### config.mk
export PLATFORM = sky130hd
export DESIGN_NAME = dfs_ctrl
export DESIGN_NICKNAME = d
export VERILOG_FILES = /design/src/dfs_pkg.sv /design/src/dfs_ctrl.sv /design/src/dfs_nco.sv
export SDC_FILE = /design/constraint.sdc
export NUM_CORES = 1
export LEC_CHECK = 0
export BUFFER_PORTS_ARGS = -buffer_cell sky130_fd_sc_hd__clkbuf_2
export CORE_MARGIN = 5
export CORE_UTILIZATION = 30
export CTS_CLUSTER_DIAMETER = 50
export CTS_CLUSTER_SIZE = 16
export DETAILED_ROUTE_END_ITERATION = 7
export GPL_ROUTABILITY_DRIVEN = 0
export GPL_TIMING_DRIVEN = 0
export HOLD_SLACK_MARGIN = 0.08
export PLACE_DENSITY = 0.43
export SETUP_SLACK_MARGIN = 0.05
export SLEW_MARGIN = 10
export SYNTH_ARGS = -nofsm -noshare
export SYNTH_HDL_FRONTEND = slang
export SYNTH_SLANG_ARGS = --single-unit
### constraint.sdc
create_clock -name clk -period 16.25 [get_ports clk]
set_input_delay 1.625 -clock clk [delete_from_list [all_inputs] [get_ports clk]]
set_output_delay 1.625 -clock clk [all_outputs]
set_load 0.02 [all_outputs]
### src/dfs_pkg.sv
/*
 * Shared constants of the synthesizer control core: serial word layout,
 * latch addresses, register port offsets, widths and reset values.
 * Assumes nothing of its surroundings; used by dfs_ctrl and dfs_nco.
 */
package dfs_pkg;
  // ----------------------------------------------------------------------
  // serial control word
  // ----------------------------------------------------------------------
  localparam int WORD_W = 24;
  localparam int ACC_W = 24;
  localparam int PROF_W = 22;
  localparam int DEV_W = 8;
  localparam int DEV_SHIFT = 2;
  localparam int ADDR_HI = 23;
  localparam int ADDR_LO = 21;
  localparam logic [2:0] LATCH_A = 3'h0;
  localparam logic [2:0] LATCH_B = 3'h1;
  localparam logic [2:0] LATCH_C = 3'h2;
  localparam logic [2:0] LATCH_D = 3'h3;
  localparam logic [2:0] LATCH_E = 3'h7;
  // c-word fields
  localparam int MOD_SEL_BIT = 16;
  localparam int ACQ_GAIN_HI = 15;
  localparam int ACQ_GAIN_LO = 13;
  localparam int DIV_SEL_BIT = 12;
  localparam int DEV_LO = 0;
  // d-word fields
  localparam int OSC_EN_BIT = 0;
  localparam logic [23:0] WORD_RST = 24'h000000;
  // ----------------------------------------------------------------------
  // prescaler ratios
  // ----------------------------------------------------------------------
  localparam logic [9:0] DIV_RATIO_LO = 10'h100;
  localparam logic [9:0] DIV_RATIO_HI = 10'h200;
  // ----------------------------------------------------------------------
  // register port
  // ----------------------------------------------------------------------
  localparam int RA_W = 8;
  localparam logic [7:0] OFS_CTRL = 8'h00;
  localparam logic [7:0] OFS_WORD_A = 8'h04;
  localparam logic [7:0] OFS_WORD_B = 8'h08;
  localparam logic [7:0] OFS_WORD_C = 8'h0C;
  localparam logic [7:0] OFS_WORD_D = 8'h10;
  localparam logic [7:0] OFS_STATUS = 8'h14;
  localparam logic [7:0] OFS_FREQ = 8'h18;
  localparam int CTRL_HOLD_BIT = 0;
  // ----------------------------------------------------------------------
  // slicer and dac
  // ----------------------------------------------------------------------
  localparam int SAMP_W = 8;
  localparam int LEAK_SHIFT = 4;
  localparam int DAC_W = 10;
  localparam logic [9:0] DAC_MID = 10'h200;
endpackage : dfs_pkg

### src/dfs_ctrl.sv
/*
 * Synthesizer control core: three-wire serial loader, setting latches,
 * profile and fsk frequency word, nco, acquisition pump gating, slicer.
 * Assumes clk is the reference clock; serial pins, profile, tx data and
 * lock come from outside and are synchronised here.
 */
// Added by the designer: the plain strobed port and the address map.
// Notes on behaviour
// - 24-bit phase accumulator adds the frequency word every clock, wraps.
// - accumulator is an unsigned up-counting adder, a repeating ramp.
// - accumulator output addresses a sine table; sample goes to the dac.
// - profile words are 22 bits; top two frequency bits are zero.
// - profile pin low picks profile zero word, high picks profile one.
// - fsk acts only when the c-word modulation select bit 16 is zero.
// - deviation sits two bits up, so the offset is four times it.
// - fsk: tx data low uses the profile word, high adds deviation.
// - setting latches are static and survive standby untouched.
// - feedback prescaler ratio is either 256 or 512.
// - acquisition pump pulses only while unlocked, off once locked.
// - three-bit c-word gain field sets the acquisition pump factor.
// - learning mode integrates the input to update the threshold.
// - hold mode freezes the threshold and slices input to data out.
// - serial data shifts into 24 bits per serial clock rise, msb first.
// - load line rise moves the word to its addressed latch.
// - more than 24 bits before a load keeps only the last 24.
`timescale 1ns/1ps
module dfs_ctrl (
  input wire logic clk,
  input wire logic reset,
  input wire logic ser_clk,
  input wire logic ser_data,
  input wire logic ser_load,
  input wire logic profile_sel,
  input wire logic tx_mod,
  input wire logic pll_locked,
  input wire logic phase_slip,
  input wire logic signed [7:0] demod_sample,
  input wire logic [7:0] reg_addr,
  input wire logic [31:0] reg_wdata,
  input wire logic reg_we,
  input wire logic reg_re,
  output logic [31:0] reg_rdata,
  output logic [9:0] dac_out,
  output logic [9:0] div_ratio,
  output logic [2:0] acq_gain,
  output logic acquisition_pump_out,
  output logic osc_enable,
  output logic test_mode,
  output logic signed [7:0] threshold_hold_cap,
  output logic rx_data
);
  // ----------------------------------------------------------------------
  // input synchronisers
  // ----------------------------------------------------------------------
  logic [5:0] sync1_r;
  logic [5:0] sync2_r;
  logic sclk_d_r;
  logic load_d_r;
  logic slip_d_r;
  logic sclk_s;
  logic sdat_s;
  logic load_s;
  logic prof_s;
  logic txm_s;
  logic lock_s;
  logic slip_s;

  always_ff @(posedge clk or posedge reset) begin
    if (reset) begin
      sync1_r <= 6'h00;
      sync2_r <= 6'h00;
    end else begin
      sync1_r <= {lock_in_w(pll_locked), phase_slip, tx_mod, profile_sel,
                  ser_load, ser_data};
      sync2_r <= sync1_r;
    end
  end

  // identity helper keeps the pin list grouped in one vector
  function automatic logic lock_in_w(input logic v);
    return v;
  endfunction : lock_in_w

  assign sdat_s = sync2_r[0];
  assign load_s = sync2_r[1];
  assign prof_s = sync2_r[2];
  assign txm_s = sync2_r[3];
  assign slip_s = sync2_r[4];
  assign lock_s = sync2_r[5];

  // serial clock kept in its own pair so its edge is seen cleanly
  logic sclk1_r;
  logic sclk2_r;
  always_ff @(posedge clk or posedge reset) begin
    if (reset) begin
      sclk1_r <= 1'b0;
      sclk2_r <= 1'b0;
    end else begin
      sclk1_r <= ser_clk;
      sclk2_r <= sclk1_r;
    end
  end
  assign sclk_s = sclk2_r;

  always_ff @(posedge clk or posedge reset) begin
    if (reset) begin
      sclk_d_r <= 1'b0;
      load_d_r <= 1'b0;
      slip_d_r <= 1'b0;
    end else begin
      sclk_d_r <= sclk_s;
      load_d_r <= load_s;
      slip_d_r <= slip_s;
    end
  end

  logic sclk_rise;
  logic load_rise;
  logic slip_rise;
  assign sclk_rise = sclk_s & ~sclk_d_r;
  assign load_rise = load_s & ~load_d_r;
  assign slip_rise = slip_s & ~slip_d_r;

  // ----------------------------------------------------------------------
  // serial shift register
  // ----------------------------------------------------------------------
  logic [23:0] shift_r;
  logic [23:0] shift_nxt;

  // shifting left drops the oldest bit, so extra leading bits fall off
  assign shift_nxt = {shift_r[22:0], sdat_s};

  always_ff @(posedge clk or posedge reset) begin
    if (reset) begin
      shift_r <= dfs_pkg::WORD_RST;
    end else if (sclk_rise && !load_s) begin
      shift_r <= shift_nxt;
    end
  end

  // ----------------------------------------------------------------------
  // setting latches
  // ----------------------------------------------------------------------
  logic [23:0] word_a_r;
  logic [23:0] word_b_r;
  logic [23:0] word_c_r;
  logic [23:0] word_d_r;
  logic test_mode_r;
  logic [2:0] load_addr;
  assign load_addr = shift_r[dfs_pkg::ADDR_HI:dfs_pkg::ADDR_LO];

  // no standby term: contents change only on a load or a power-up reset
  always_ff @(posedge clk or posedge reset) begin
    if (reset) begin
      word_a_r <= dfs_pkg::WORD_RST;
      word_b_r <= dfs_pkg::WORD_RST;
      word_c_r <= dfs_pkg::WORD_RST;
      word_d_r <= dfs_pkg::WORD_RST;
    end else if (load_rise) begin
      unique case (load_addr)
        dfs_pkg::LATCH_A: word_a_r <= shift_r;
        dfs_pkg::LATCH_B: word_b_r <= shift_r;
        dfs_pkg::LATCH_C: word_c_r <= shift_r;
        dfs_pkg::LATCH_D: word_d_r <= shift_r;
        default: ;
      endcase
    end
  end

  // test latch: any nonzero payload arms it, an all-zero one clears it
  always_ff @(posedge clk or posedge reset) begin
    if (reset) begin
      test_mode_r <= 1'b0;
    end else if (load_rise && load_addr == dfs_pkg::LATCH_E) begin
      test_mode_r <= |shift_r[20:0];
    end
  end

  // ----------------------------------------------------------------------
  // frequency word
  // ----------------------------------------------------------------------
  logic [21:0] prof_word;
  logic [7:0] dev;
  logic fsk_on;
  logic [23:0] dev_ofs;
  logic [23:0] freq_r;
  logic [23:0] freq_nxt;

  assign prof_word = prof_s ? word_b_r[21:0] : word_a_r[21:0];
  assign dev = word_c_r[dfs_pkg::DEV_LO +: dfs_pkg::DEV_W];
  assign fsk_on = ~word_c_r[dfs_pkg::MOD_SEL_BIT];
  assign dev_ofs = {14'h0, dev, 2'h0};
  // the host keeps tx_mod low in receive; no receive gating here
  assign freq_nxt = {2'h0, prof_word}
                  + ((fsk_on && txm_s) ? dev_ofs : 24'h000000);

  always_ff @(posedge clk or posedge reset) begin
    if (reset) begin
      freq_r <= 24'h000000;
    end else begin
      freq_r <= freq_nxt;
    end
  end

  // accumulator is never cleared on a frequency change
  dfs_nco u_nco (
    .clk(clk),
    .reset(reset),
    .freq_word(freq_r),
    .phase(),
    .dac_out(dac_out)
  );

  // ----------------------------------------------------------------------
  // pll controls
  // ----------------------------------------------------------------------
  function automatic logic [9:0] dfs_ratio(input logic sel);
    return sel ? dfs_pkg::DIV_RATIO_HI : dfs_pkg::DIV_RATIO_LO;
  endfunction : dfs_ratio

  logic pump_r;
  always_ff @(posedge clk or posedge reset) begin
    if (reset) begin
      pump_r <= 1'b0;
    end else begin
      pump_r <= slip_rise & ~lock_s;
    end
  end

  assign div_ratio = dfs_ratio(word_c_r[dfs_pkg::DIV_SEL_BIT]);
  assign acq_gain =
    word_c_r[dfs_pkg::ACQ_GAIN_HI:dfs_pkg::ACQ_GAIN_LO];
  assign acquisition_pump_out = pump_r;
  assign osc_enable = word_d_r[dfs_pkg::OSC_EN_BIT];
  assign test_mode = test_mode_r;

  // ----------------------------------------------------------------------
  // control register and slicer
  // ----------------------------------------------------------------------
  logic hold_r;
  logic signed [7:0] thr_r;
  logic signed [8:0] err;
  logic signed [8:0] step;
  logic rx_r;

  always_ff @(posedge clk or posedge reset) begin
    if (reset) begin
      hold_r <= 1'b0;
    end else if (reg_we && reg_addr == dfs_pkg::OFS_CTRL) begin
      hold_r <= reg_wdata[dfs_pkg::CTRL_HOLD_BIT];
    end
  end

  // leaky integrator: slow on purpose, the training sequence averages out
  assign err = 9'(demod_sample) - 9'(thr_r);
  assign step = err >>> dfs_pkg::LEAK_SHIFT;

  always_ff @(posedge clk or posedge reset) begin
    if (reset) begin
      thr_r <= 8'sh00;
    end else if (!hold_r) begin
      thr_r <= 8'(9'(thr_r) + step);
    end
  end

  always_ff @(posedge clk or posedge reset) begin
    if (reset) begin
      rx_r <= 1'b0;
    end else begin
      rx_r <= (demod_sample > thr_r);
    end
  end

  assign threshold_hold_cap = thr_r;
  assign rx_data = rx_r;

  // ----------------------------------------------------------------------
  // register read port
  // ----------------------------------------------------------------------
  logic [31:0] rdata_r;
  logic [31:0] rdata_nxt;

  always_comb begin
    rdata_nxt = 32'h00000000;
    if (reg_re) begin
      unique case (reg_addr)
        dfs_pkg::OFS_CTRL: rdata_nxt = {31'h0, hold_r};
        dfs_pkg::OFS_WORD_A: rdata_nxt = {8'h00, word_a_r};
        dfs_pkg::OFS_WORD_B: rdata_nxt = {8'h00, word_b_r};
        dfs_pkg::OFS_WORD_C: rdata_nxt = {8'h00, word_c_r};
        dfs_pkg::OFS_WORD_D: rdata_nxt = {8'h00, word_d_r};
        dfs_pkg::OFS_STATUS: rdata_nxt = {27'h0, rx_r, test_mode_r,
                                          txm_s, prof_s, lock_s};
        dfs_pkg::OFS_FREQ: rdata_nxt = {8'h00, freq_r};
        default: rdata_nxt = 32'h00000000;
      endcase
    end
  end

  always_ff @(posedge clk or posedge reset) begin
    if (reset) begin
      rdata_r <= 32'h00000000;
    end else begin
      rdata_r <= rdata_nxt;
    end
  end

  assign reg_rdata = rdata_r;
endmodule : dfs_ctrl

### src/dfs_nco.sv
/*
 * Phase accumulator and quarter-wave sine lookup feeding the dac.
 * Assumes a frequency word that is already registered on clk.
 */
`timescale 1ns/1ps
module dfs_nco (
  input wire logic clk,
  input wire logic reset,
  input wire logic [23:0] freq_word,
  output logic [23:0] phase,
  output logic [9:0] dac_out
);
  // ----------------------------------------------------------------------
  // sine table
  // ----------------------------------------------------------------------
  function automatic logic [8:0] dfs_quarter_sin(input logic [3:0] idx);
    logic [8:0] v;
    v = 9'h000;
    unique case (idx)
      4'h0: v = 9'h019;
      4'h1: v = 9'h04B;
      4'h2: v = 9'h07C;
      4'h3: v = 9'h0AC;
      4'h4: v = 9'h0DA;
      4'h5: v = 9'h107;
      4'h6: v = 9'h130;
      4'h7: v = 9'h157;
      4'h8: v = 9'h17B;
      4'h9: v = 9'h19A;
      4'hA: v = 9'h1B6;
      4'hB: v = 9'h1CE;
      4'hC: v = 9'h1E1;
      4'hD: v = 9'h1F0;
      4'hE: v = 9'h1F9;
      4'hF: v = 9'h1FE;
    endcase
    return v;
  endfunction : dfs_quarter_sin

  logic [23:0] phase_r;
  logic [23:0] phase_nxt;
  logic [3:0] idx;
  logic [8:0] amp;
  logic [9:0] dac_r;

  // ----------------------------------------------------------------------
  // accumulator
  // ----------------------------------------------------------------------
  // unsigned add, carry dropped: natural wrap at full scale
  assign phase_nxt = phase_r + freq_word;

  always_ff @(posedge clk or posedge reset) begin
    if (reset) begin
      phase_r <= 24'h000000;
    end else begin
      phase_r <= phase_nxt;
    end
  end

  // ----------------------------------------------------------------------
  // lookup
  // ----------------------------------------------------------------------
  // bits 22 and 21 pick the quadrant, bits 20 to 17 the table entry
  assign idx = phase_r[21] ? ~phase_r[20:17] : phase_r[20:17];
  assign amp = dfs_quarter_sin(idx);

  always_ff @(posedge clk or posedge reset) begin
    if (reset) begin
      dac_r <= dfs_pkg::DAC_MID;
    end else if (phase_r[22]) begin
      dac_r <= dfs_pkg::DAC_MID - {1'b0, amp};
    end else begin
      dac_r <= dfs_pkg::DAC_MID + {1'b0, amp};
    end
  end

  assign phase = phase_r;
  assign dac_out = dac_r;
endmodule : dfs_nco

==> summary.md, run 1 <==
| Metric | Value |
|---|---|
| Average size of a mapped cell | `11.3 um2` |
| Combinational share of power | `21.7%` |
| Port bufs | `78` |
| Leading area contributor after synthesis | `dfrtp_1` |
| Primary FF master, synth | `dfrtp_1` |
| Sequential cell area | `5730 um2` |
| Setup repair bufs after CTS | `0` |
| Clk sinks | `229` |
| FFs w/ async S/R, synth | `100%` |
| GR Util All Layers | `15.3%` |
| Slowest stage delay, CP | `690 ps` |
| Largest net degree at the start of global routing | `101` |
| Sequential share of the synthesized area | `48.5%` |
| Post-synth top area share | `48.2%` |
| Placement Rows | `72` |
| Detailed placement HPWL | `23700 um` |
| Initial antenna violation count | `0` |
| Vias in the first global route | `8814` |
| Outcome | `completed` |
| Worst vdd ir | `0.0612 mV` |
| Starting utilization of the core area | `30.5%` |
| Nets@finish | `1295` |
| Design Power | `2.00 mW` |
| Synthesized area | `11800 um2` |
| Clk_skew | `20.0 ps` |
| Hold buffer count at CTS | `0` |
| Root buf cell | `clkbuf_16` |
| DRT antenna net count | `0` |
| RSZ-0062 raised after global routing | `no` |
| Least-Margin Pin Slew | `885 ps` |
| Total congestion overflow | `0` |
| Core Area | `38800 um2` |
| Layout cell share with drive strength beyond 1 | `27.9%` |
| Switch Pwr | `0.589 mW` |
| Arr. time, crit path | `4720 ps` |
| Layout area overhead | `21.6%` |
| Number of setup violations in the final report | `0` |
| Data required time of the worst path | `16600 ps` |
| Clk slew on worst S/H paths | `60 ps` |
| Clock latency on the worst-skew pair | `520 ps` |
| Clock share of power | `44.0%` |
| Synth Instances | `1048` |
| Period utilization | `26.9%` |
| CP max FO | `10` |
| Relative slew slack | `40.9%` |
| Synth Warn # | `0` |
| Die span in x | `209 um` |
| Total negative slack | `0 ps` |
| Sequential power share | `34.3%` |
| H-tree Lvls | `2` |
| ANT cells | `0` |
| Initial DRC Count | `323` |
| Critical path class | `flop to flop` |
| WP buf/inv | `3` |
| Kind of cell adding the most delay to the critical path | `buffers and inverters` |
| Most repeated library cell on the critical path | `clkbuf_1` |
| Vias/cell | `4.89` |
| # resized after CTS | `0` |
| CTS buffer count | `38` |
| Layout filler cell count | `3885` |
| Startpoint Class | `flop` |
| Worst min path class | `flop to flop` |
| Synth unique cells | `72` |
| Vias | `8461` |
| Net Sw Frac | `29.5%` |
| Fin. max-slew vios | `0` |
| CTS tree | `built` |
| WL per Instance | `19.2 um` |
| CP cell instances | `buf_6 -> clkbuf_1 -> clkbuf_1 -> mux2_2 -> ha_1 -> or2_2 -> a31oi_1 -> a31o_2 -> nor3b_1 -> xnor2_1 -> mux2i_1` |
| Fmax | `229 MHz` |
| Final-report hold violation count | `0` |
| Synth area leaders | `dfrtp_1 (48%), mux2_2 (13%), ha_1 (5.3%), xnor2_1 (2.7%), a21oi_1 (2.2%)` |
| Leak pwr | `6.84 nW` |
| CP endpoint kind | `flop` |
| Pint | `1.41 mW` |
| Post-synth EDFFs | `0` |
| Multi-input gate area | `5670 um2` |
| DRC | `0` |
| Min Tclk post-route | `4370 ps` |
| Die height | `209 um` |
| Final wirelength | `33200 um` |
| # IOs | `126` |
| Maxcap violations | `0` |
| Clock Tree Buf Depth | `3` |
| Die area | `43500 um2` |
| Drt pass-1 iters | `4` |
| Worst path slowest cell | `clkbuf_1` |
| Post-synthesis register bit count | `229` |
| First-pass GRT wire length | `52700 um` |
| Power per cell area | `139 nW/um2` |
-- sequential cells by signal (all words and copies together), names as in the netlist --
name / cells
load_d_r: 1
u_nco.dac_out: 10
sclk1_r: 1
freq_r: 23
sclk2_r: 1
acquisition_pump_out: 1
threshold_hold_cap: 8
word_c_r: 24
rx_data: 1
test_mode: 1
word_d_r: 24
sync1_r: 6
reg_rdata: 24
hold_r: 1
u_nco.phase: 23
sclk_d_r: 1
shift_r: 24
sync2_r: 6
word_a_r: 24
word_b_r: 24
slip_d_r: 1
-- layer usage --
layer  GRT usage (%)  up-vias  wire (um)  share of wire (%)
li1                -     4071          -                  -
met1            21.9     4213      16300                 49
met2            24.1      127      15100                 45
met3            2.49       50       1120                3.4
met4            4.16        0        749                2.3
met5               0        -          0                  0
-- cell usage after synthesis (9+ instances only) --
cell type and n:
and2_1 15, a21o_1 17, xnor2_1 37, mux2_2 138, nand3_1 18, nor3_1 15, o21ai_0 21, nor2b_1 19
a221oi_1 19, inv_1 32, nor2_1 68, ha_1 50, dfrtp_1 228, mux2i_1 16, xor2_1 15, a22oi_1 21
buf_2 13, nand2_1 54, a32oi_1 9, a21oi_1 52, buf_4 22, a31oi_1 11, clkbuf_1 26
-- power groups by stage --
stage | Clock (mW) | Combinational [mW] | Sequential, mW
2_1_floorplan | 0 | 0.332 | 0.683
5_1_grt | 0.927 | 0.502 | 0.692
6_report | 0.877 | 0.434 | 0.685
3_3_place_gp | 0 | 0.430 | 0.695
3_5_place_dp | 0 | 0.436 | 0.694
4_1_cts | 0.903 | 0.442 | 0.685
-- worst paths after layout --
check | from | cells after the start | endpoint | slack (ps)
worst min register to register | sync1_r[0]$_DFF_PP0_ | 0 | sync2_r[0]$_DFF_PP0_ | 340
min in group asynchronous | reset | 2 | reg_rdata[12]$_DFF_PP0_ | 1090
worst max-delay path | sync2_r[2]$_DFF_PP0_ | 11 | freq_r[17]$_DFF_PP0_ | 11880
max in group asynchronous | reset | 4 | sync2_r[1]$_DFF_PP0_ | 13920
worst min-delay path | sync1_r[0]$_DFF_PP0_ | 0 | sync2_r[0]$_DFF_PP0_ | 340
worst max register to register | sync2_r[2]$_DFF_PP0_ | 11 | freq_r[17]$_DFF_PP0_ | 11880
-- cell families after synthesis --
logic type / count (synthesis) / share of synthesized area, %
xor gates and xnor gates: 52 / 3.85
muxes: 156 / 14.9
adders and majority gates: 53 / 5.80
DFF: 229 / 48.5
and+or+nand+nor: 252 / 10.8
buffers and inverters: 99 / 4.04
other: 1 / 0.0317
AOI/OAI and AO/OA: 206 / 12.1
-- worst register-to-register path, stage by stage, from the launching register on --
cell,delay [ps]
dfrtp_1,470
buf_6,200
clkbuf_1,620
clkbuf_1,700
mux2_2,430
ha_1,320
or2_2,320
a31oi_1,500
a31o_2,280
nor3b_1,90
xnor2_1,150
mux2i_1,120
-- stage by stage --
step | util (%) | setup slack (ps) | hold WS [ps] | std cells | area, um2
2_1_floorplan | - | 8350 | 331 | 1063 | 11900
4_1_cts | 37.0 | 11790 | 346 | 1729 | 14400
6_report | 37.0 | 11880 | 343 | 1729 | 14400
5_1_grt | 37.0 | 11640 | 352 | 1729 | 14400
3_3_place_gp | 33.3 | 5150 | 334 | 1659 | 12900
3_5_place_dp | 33.4 | 11670 | 336 | 1661 | 13000
-- layout by cell type, fill, tap and decap left out, types with 16 or more instances in the layout --
cell	count
dfrtp_1	228
mux2_2	138
clkbuf_2	78
nor2_1	68
nand2_1	54
a21oi_1	52
ha_1	50
clkbuf_16	41
xnor2_1	37
inv_1	31
clkbuf_1	28
buf_4	22
o21ai_0	21
a22oi_1	21
nor2b_1	19
a221oi_1	19
nand3_1	18
a21o_1	17
mux2i_1	16
conb_1	16
-- layout make-up --
type	instances	share of cell area [%]
flip-flops and latches	229	39.8
well taps	518	4.51
plain buffers	65	2.44
clock buffers	49	7.76
repair buffers	80	3.10
multi-input cells	735	39.4
inverters	34	0.939
clock inverters	19	1.98
No activity file was read; power rests on OpenSTA's default activity.
==> run 2, diff against run 1 <==
Settings changed: ABC_AREA from default to 1.
Clock period 16.25 ns to 4.26 ns, I/O delays scaled along.
==> run 2 against run 1 <==
Sequential share of layout area decreased by 0.84 points. Largest power group unchanged. Setup slack got worse by 11000 ps. Synthesized area increased by 2.0%. Power increased to 4.2 times the previous value. Combinational power increased to 6.2 times the previous value. Critical path depth increased by 4. Register-to-register slack got worse by 11000 ps. Final cell count increased by 26%. Sequential power increased to 3.8 times the previous value. Wire length increased by 9.6%. Clock power increased to 3.6 times the previous value. Maximum frequency increased by 29%. Critical path type unchanged.
==> summary.md, run 2 <==
| Metric | Value |
|---|---|
| Startpoint Class | `flop` |
| Vias/cell | `4.62 (-5.5%)` |
| Worst min path class | `input pin to flop` |
| Synth Warn # | `0 (unchanged)` |
| Total congestion overflow | `0 (unchanged)` |
| Placement Rows | `73 (+1.4%)` |
| Total negative slack | `0 ps (unchanged)` |
| Critical path class | `flop to flop` |
| Synthesized area | `12100 um2 (+2.0%)` |
| Post-synth top area share | `47.3% (-0.93 points)` |
| Combinational share of power | `31.8% (+10 points)` |
| Vias in the first global route | `10400 (+18%)` |
| Most repeated library cell on the critical path | `nand2_1` |
| Worst vdd ir | `0.419 mV (+580%)` |
| Clk slew on worst S/H paths | `60 ps (about the same)` |
| Multi-input gate area | `5310 um2 (-6.4%)` |
| First-pass GRT wire length | `58400 um (+11%)` |
| Largest net degree at the start of global routing | `37 (-63%)` |
| Core Area | `39700 um2 (+2.3%)` |
| Die area | `44300 um2 (+1.9%)` |
| Data required time of the worst path | `4670 ps (-11930 ps)` |
| CP cell instances | `buf_6 -> buf_6 -> clkbuf_1 -> nand2_1 -> o21ai_0 -> ha_1 -> fa_1 -> nand2_1 -> nand3_1 -> o21ai_0 -> o21bai_1 -> nand2_1 -> nand2_1 -> nand2_1 -> xor2_1` |
| Clk sinks | `229 (unchanged)` |
| HP Start | `reg_we` |
| Final WS setup | `881 ps (-11000 ps)` |
| Most common cell after layout, fill and taps aside | `nand2_1` |
| ANT cells | `0 (unchanged)` |
| CTS tree | `built` |
| CP max FO | `10 (unchanged)` |
| Drt pass-1 iters | `5 (+1)` |
| Die height | `210 um (+0.93%)` |
| Design Power | `8.43 mW (+320%)` |
| Synth area leaders | `dfrtp_1 (47%), nand2_1 (13%), o21ai_0 (6.1%), inv_1 (5.3%), ha_1 (5.2%)` |
| R2R depth | `15 (+4)` |
| Root buf cell | `clkbuf_16` |
| Sequential cell area | `5730 um2 (unchanged)` |
| # resized after CTS | `0 (unchanged)` |
| Fmax | `296 MHz (+29%)` |
| Hold path depth | `5 (+5)` |
| Outcome | `completed` |
| Pint | `5.35 mW (+280%)` |
| Power per cell area | `574 nW/um2 (+310%)` |
| Min Tclk post-route | `3380 ps (-990 ps)` |
| Clk_skew | `24.5 ps (+4.47 ps)` |
| Final core occ | `37.0% (-0.066 points)` |
| Worst path slowest cell | `clkbuf_1` |
| Layout area overhead | `21.9%` |
| Layout cell share with drive strength beyond 1 | `15.2% (-13 points)` |
| Die span in x | `210 um (+0.93%)` |
| FFs w/ async S/R, synth | `100% (unchanged)` |
| Post-synth EDFFs | `0 (unchanged)` |
| Detailed placement HPWL | `27800 um (+17%)` |
| Nets@finish | `1743 (+35%)` |
| Sequential power share | `31.2% (-3.1 points)` |
| Fin. max-slew vios | `0 (unchanged)` |
| Final-report hold violation count | `0 (unchanged)` |
| DRC | `0 (unchanged)` |
| R2R Path End | `freq_r[12]$_DFF_PP0_` |
| Leak pwr | `7.24 nW (+5.8%)` |
| Clock Tree Buf Depth | `3 (unchanged)` |
| Most frequent cells in the layout | `nand2_1 (402), dfrtp_1 (228), inv_1 (168)` |
| # IOs | `126 (unchanged)` |
| Number of setup violations in the final report | `0 (unchanged)` |
| Dpl ws | `901 ps (-10770 ps)` |
| Clock latency on the worst-skew pair | `550 ps (+30 ps)` |
| Layout filler cell count | `4166 (+7.2%)` |
| Starting utilization of the core area | `30.3% (-0.11 points)` |
| Worst reg2reg startpoint | `sync2_r[2]$_DFF_PP0_` |
| Final std cells w/o fill | `2183 (+26%)` |
| Maxcap violations | `0 (unchanged)` |
| Synth unique cells | `49 (-32%)` |
| Final wirelength | `36500 um (+9.6%)` |
| Sequential share of the synthesized area | `47.5% (-0.93 points)` |
| Primary FF master, synth | `dfrtp_1` |
| CP endpoint kind | `flop` |
| Relative slew slack | `51.7% (+11 points)` |
| GR Util All Layers | `16.8% (+1.5 points)` |
| Initial DRC Count | `481 (+49%)` |
| Flop-to-flop setup slack | `880 ps (-11000 ps)` |
| Switch Pwr | `3.09 mW (+420%)` |
| Synth Instances | `1482 (+41%)` |
| DRT antenna net count | `0 (unchanged)` |
| Cells after DPL | `2107 (+27%)` |
| Port bufs | `78 (unchanged)` |
| Most frequent cells after synthesis | `nand2_1 (402), dfrtp_1 (228), inv_1 (169), o21ai_0 (146), nor2_1 (116)` |
| CTS buffer count | `38 (unchanged)` |
| Initial antenna violation count | `0 (unchanged)` |
| Average size of a mapped cell | `8.14 um2 (-28%)` |
| RSZ-0062 raised after global routing | `no` |
| WL per Instance | `16.7 um (-13%)` |
| H-tree Lvls | `2 (unchanged)` |
| Net Sw Frac | `36.6% (+7.1 points)` |
| Post-synthesis register bit count | `229 (unchanged)` |
| Slowest stage delay, CP | `510 ps (-180 ps)` |
| Min-Delay Endpoint | `hold_r$_DFFE_PP0P_` |
| Arr. time, crit path | `3790 ps (-930 ps)` |
| Leading area contributor after synthesis | `dfrtp_1` |
| Least-Margin Pin Slew | `725 ps (-160 ps)` |
| Clock share of power | `37.1% (-6.9 points)` |
| Vias | `10100 (+19%)` |
| Period utilization | `79.3% (+52 points)` |
| Count leader, synth | `nand2_1` |
-- run 2: power by group through the flow --
| stage | Clock (mW) | Sequential [mW] | Combinational (mW) |
|---|---|---|---|
| 4_1_cts | 3.23 | 2.63 | 2.72 |
| 6_report | 3.13 | 2.63 | 2.68 |
| 2_1_floorplan | 0 | 2.73 | 1.95 |
| 3_5_place_dp | 0 | 2.67 | 2.71 |
| 3_3_place_gp | 0 | 2.66 | 2.66 |
| 5_1_grt | 3.32 | 2.66 | 3.12 |
-- run 2: final cells by class --
cell class | count | share of cell area, %
clock buffers | 46 | 7.31
flip-flops and latches | 229 | 39.0
multi-input cells | 1022 | 36.2
clock inverters | 21 | 1.52
well taps | 525 | 4.47
repair buffers | 94 | 4.22
inverters | 184 | 4.74
plain buffers | 62 | 2.56
-- run 2: repair_timing --
item,CTS,global route
endpoints found under the setup margin,0,0
hold buffers,9,0
setup buffers,0,0
endpoints found under the hold margin,24,0
-- run 2: worst max-delay path by stage --
stage	from	to	slack [ps]
global route	sync2_r[2]$_DFF_PP0_	freq_r[12]$_DFF_PP0_	680
CTS	sync2_r[2]$_DFF_PP0_	freq_r[12]$_DFF_PP0_	890
global placement	reset	word_d_r[13]$_DFFE_PP0P_	-970
detailed placement	sync2_r[2]$_DFF_PP0_	freq_r[12]$_DFF_PP0_	900
floorplan	reset	acquisition_pump_out$_DFF_PP0_	840
finish	sync2_r[2]$_DFF_PP0_	freq_r[12]$_DFF_PP0_	880
-- run 2: cell families (layout without fill, tap and decap cells) --
group                    count (synthesis)  in the layout  synth area share [%]
AND/OR/NAND/NOR                        660            660                  23.4
XOR/XNOR                                39             39                  2.83
buffers and inverters                  246            407                  8.87
flip-flops                             229            229                  47.5
adder cells (fa/ha/maj)                 53             53                  5.69
other                                    1             16                0.0311
AO/OA/AOI/OAI                          254            254                  11.6
-- run 2: through the flow --
stage,hold WS (ps),area (um2)
finish,212,14700
floorplan,331,12100
global route,227,14700
global placement,334,13200
detailed placement,335,13300
CTS,181,14700
-- run 2: per-layer routing --
layer	up-vias	global-route usage [%]	share of wire [%]
met5	-	0	0
met4	0	5.25	2.0
met3	50	2.41	3.2
met2	140	28.7	49
met1	4847	22.0	46
li1	5056	-	-
-- run 2: critical path, delay by kind of cell, from the launching register on --
| family | cells | cell delay [ps] |
|---|---|---|
| compound gates | 3 | 630 |
| xor+xnor | 1 | 140 |
| fa+ha+maj | 2 | 650 |
| simple gates | 6 | 620 |
| flops | 1 | 330 |
| buf+inv | 3 | 880 |
==> run 3, diff against run 2 <==
Clock period 4.26 ns to 3.16 ns, I/O delays scaled along.
==> run 3 against run 2 <==
Non-clock buffer count up 1. Hold slack got worse by 84 ps. Maximum frequency grew 16%. First-iteration DRC count decreased by 2.5%. Die area stayed put. Critical endpoint unchanged. Highest routed layer unchanged.
==> summary.md, run 3 (synthesis results as in run 2) <==
| Metric | Value |
|---|---|
| Outcome | `completed` |
| Root buf cell | `clkbuf_16` |
| Switch Pwr | `4.20 mW (+36%)` |
| Fin. max-slew vios | `0 (unchanged)` |
| Net Sw Frac | `36.7% (+0.079 points)` |
| Arr. time, crit path | `3330 ps (-460 ps)` |
| First-pass GRT wire length | `58300 um (-0.18%)` |
| Worst path slowest cell | `dfrtp_1` |
| CP endpoint kind | `flop` |
| Clock Tree Buf Depth | `3 (unchanged)` |
| RSZ-0062 raised after global routing | `no` |
| Power per cell area | `777 nW/um2 (+35%)` |
| CP cell instances | `buf_6 -> buf_8 -> o21ai_0 -> ha_1 -> fa_1 -> nand2_1 -> nand3_1 -> o21ai_0 -> o21bai_1 -> nand2_1 -> nand2_1 -> nand2_1 -> xor2_1` |
| Die span in x | `210 um (unchanged)` |
| Initial antenna violation count | `0 (unchanged)` |
| Multi-input gate area | `5350 um2 (+0.61%)` |
| Clock share of power | `36.8% (-0.3 points)` |
| Maxcap violations | `0 (unchanged)` |
| Total negative slack | `0 ps (unchanged)` |
| Clk slew on worst S/H paths | `60 ps (about the same)` |
| Most common cell after layout, fill and taps aside | `nand2_1` |
| Drt pass-1 iters | `7 (+2)` |
| Most frequent cells in the layout | `nand2_1 (401), dfrtp_1 (227), inv_1 (168)` |
| Fmax | `342 MHz (+16%)` |
| H-tree Lvls | `2 (unchanged)` |
| Min Tclk post-route | `2920 ps (-457 ps)` |
| Startpoint Class | `flop` |
| Data required time of the worst path | `3570 ps (-1100 ps)` |
| Layout cell share with drive strength beyond 1 | `15.8% (+0.59 points)` |
| Critical path class | `flop to flop` |
| Vias in the first global route | `10400 (+0.17%)` |
| Sequential power share | `30.9% (-0.3 points)` |
| Number of setup violations in the final report | `0 (unchanged)` |
| Clock latency on the worst-skew pair | `550 ps (about the same)` |
| Final-report hold violation count | `0 (unchanged)` |
| Port bufs | `78 (unchanged)` |
| Clk_skew | `26.6 ps (+2.09 ps)` |
| Leak pwr | `7.25 nW (+0.11%)` |
| Starting utilization of the core area | `30.3% (unchanged)` |
| Sequential cell area | `5730 um2 (about the same)` |
| Die area | `44300 um2 (unchanged)` |
| CTS tree | `built` |
| Worst vdd ir | `0.568 mV (+35%)` |
| Vias/cell | `4.62 (-0.15%)` |
| Least-Margin Pin Slew | `737 ps (+12.1 ps)` |
| Die height | `210 um (unchanged)` |
| Placement Rows | `73 (unchanged)` |
| Initial DRC Count | `469 (-2.5%)` |
| Pint | `7.25 mW (+36%)` |
| Worst min path class | `input pin to flop` |
| GR Util All Layers | `16.7% (-0.047 points)` |
| DRC | `0 (unchanged)` |
| Vias | `10100 (-0.11%)` |
| Final wirelength | `36300 um (-0.30%)` |
| Nets@finish | `1744 (+0.057%)` |
| Period utilization | `92.5% (+13 points)` |
| Largest net degree at the start of global routing | `37 (unchanged)` |
| WL per Instance | `16.6 um (-0.34%)` |
| Final Cell Area | `14700 um2 (+0.35%)` |
| Slowest stage delay, CP | `370 ps (-140 ps)` |
| DRT antenna net count | `0 (unchanged)` |
| Core Area | `39700 um2 (unchanged)` |
| Detailed placement HPWL | `27800 um (unchanged)` |
| Relative slew slack | `50.9% (-0.81 points)` |
| Layout filler cell count | `4156 (-0.24%)` |
| Most repeated library cell on the critical path | `nand2_1` |
| ANT cells | `0 (unchanged)` |
| Total congestion overflow | `0 (unchanged)` |
| Clk sinks | `229 (unchanged)` |
| # IOs | `126 (unchanged)` |
| Combinational share of power | `32.2% (+0.4 points)` |
| CTS buffer count | `38 (unchanged)` |
| CP max FO | `19 (+9)` |
| Layout area overhead | `22.3%` |
| WHS | `128 ps (-84.5 ps)` |
| DP Area | `13300 um2 (unchanged)` |
[run 3: cell count changes in the layout (fill, tap and decap cells not counted), sizes merged]
cell / change
buf: +2
dlygate4sd3: +1
clkbuf: -2
[run 3: through the flow]
| stage | worst slack, ps | total power, mW | std cells | utilization [%] |
|---|---|---|---|---|
| global route | 49.2 | 12.3 | 2184 | 37.1 |
| finish | 237 | 11.5 | 2184 | 37.1 |
| CTS | 188 | 11.6 | 2182 | 37.0 |
| detailed placement | -199 | 7.25 | 2107 | 33.5 |
| floorplan | -149 | 6.31 | 1497 | - |
| global placement | -1960 | 7.18 | 2100 | 33.1 |
[run 3: path summary, 6_finish.rpt]
path / from / endpoint / slack [ps] / cells after the start
worst max-delay path: sync2_r[2]$_DFF_PP0_ / freq_r[12]$_DFF_PP0_ / 240 / 13
worst min-delay path: reg_we / hold_r$_DFFE_PP0P_ / 130 / 4
worst max register to register: sync2_r[2]$_DFF_PP0_ / freq_r[12]$_DFF_PP0_ / 240 / 13
worst min register to register: sync1_r[2]$_DFF_PP0_ / sync2_r[2]$_DFF_PP0_ / 350 / 0
max in group asynchronous: reset / shift_r[15]$_DFFE_PP0P_ / 1530 / 7
min in group asynchronous: reset / acquisition_pump_out$_DFF_PP0_ / 350 / 3
[run 3: area by class of cell]
class	instances	share of cell area, %
clock inverters	21	1.52
clock buffers	46	7.29
flip-flops and latches	229	38.9
well taps	525	4.45
inverters	184	4.73
multi-input cells	1022	36.2
repair buffers	97	4.38
plain buffers	60	2.50
[run 3: layer usage]
metal | track usage (%) | vias to the layer above | part of all wire, %
met4 | 5.25 | 0 | 2.0
met2 | 28.6 | 157 | 49
met3 | 2.41 | 50 | 3.3
li1 | - | 5059 | -
met1 | 22.0 | 4816 | 46
met5 | 0 | - | 0
[run 3: critical path, delay by kind of cell, from the launching register on]
family | cells | cell delay, ps
AOI/OAI and AO/OA | 3 | 770
buffers and inverters | 2 | 340
DFF | 1 | 370
and+or+nand+nor | 5 | 510
xor gates and xnor gates | 1 | 140
adders and majority gates | 2 | 640
[run 3: timing repair]
action	in CTS	in global routing
resized for setup	0	9
buffers inserted	0	2
endpoints found under the setup margin	6	3
hold endpoints to repair	24	0
pin swaps	0	4
hold buffers	10	0
[run 3: power groups by stage]
stage               Clock [mW]  Sequential (mW)  Combinational, mW
floorplan                    0             3.67               2.63
global placement             0             3.59               3.58
detailed placement           0             3.60               3.65
CTS                       4.36             3.55               3.67
global route              4.47             3.59               4.28
finish                    4.22             3.54               3.69
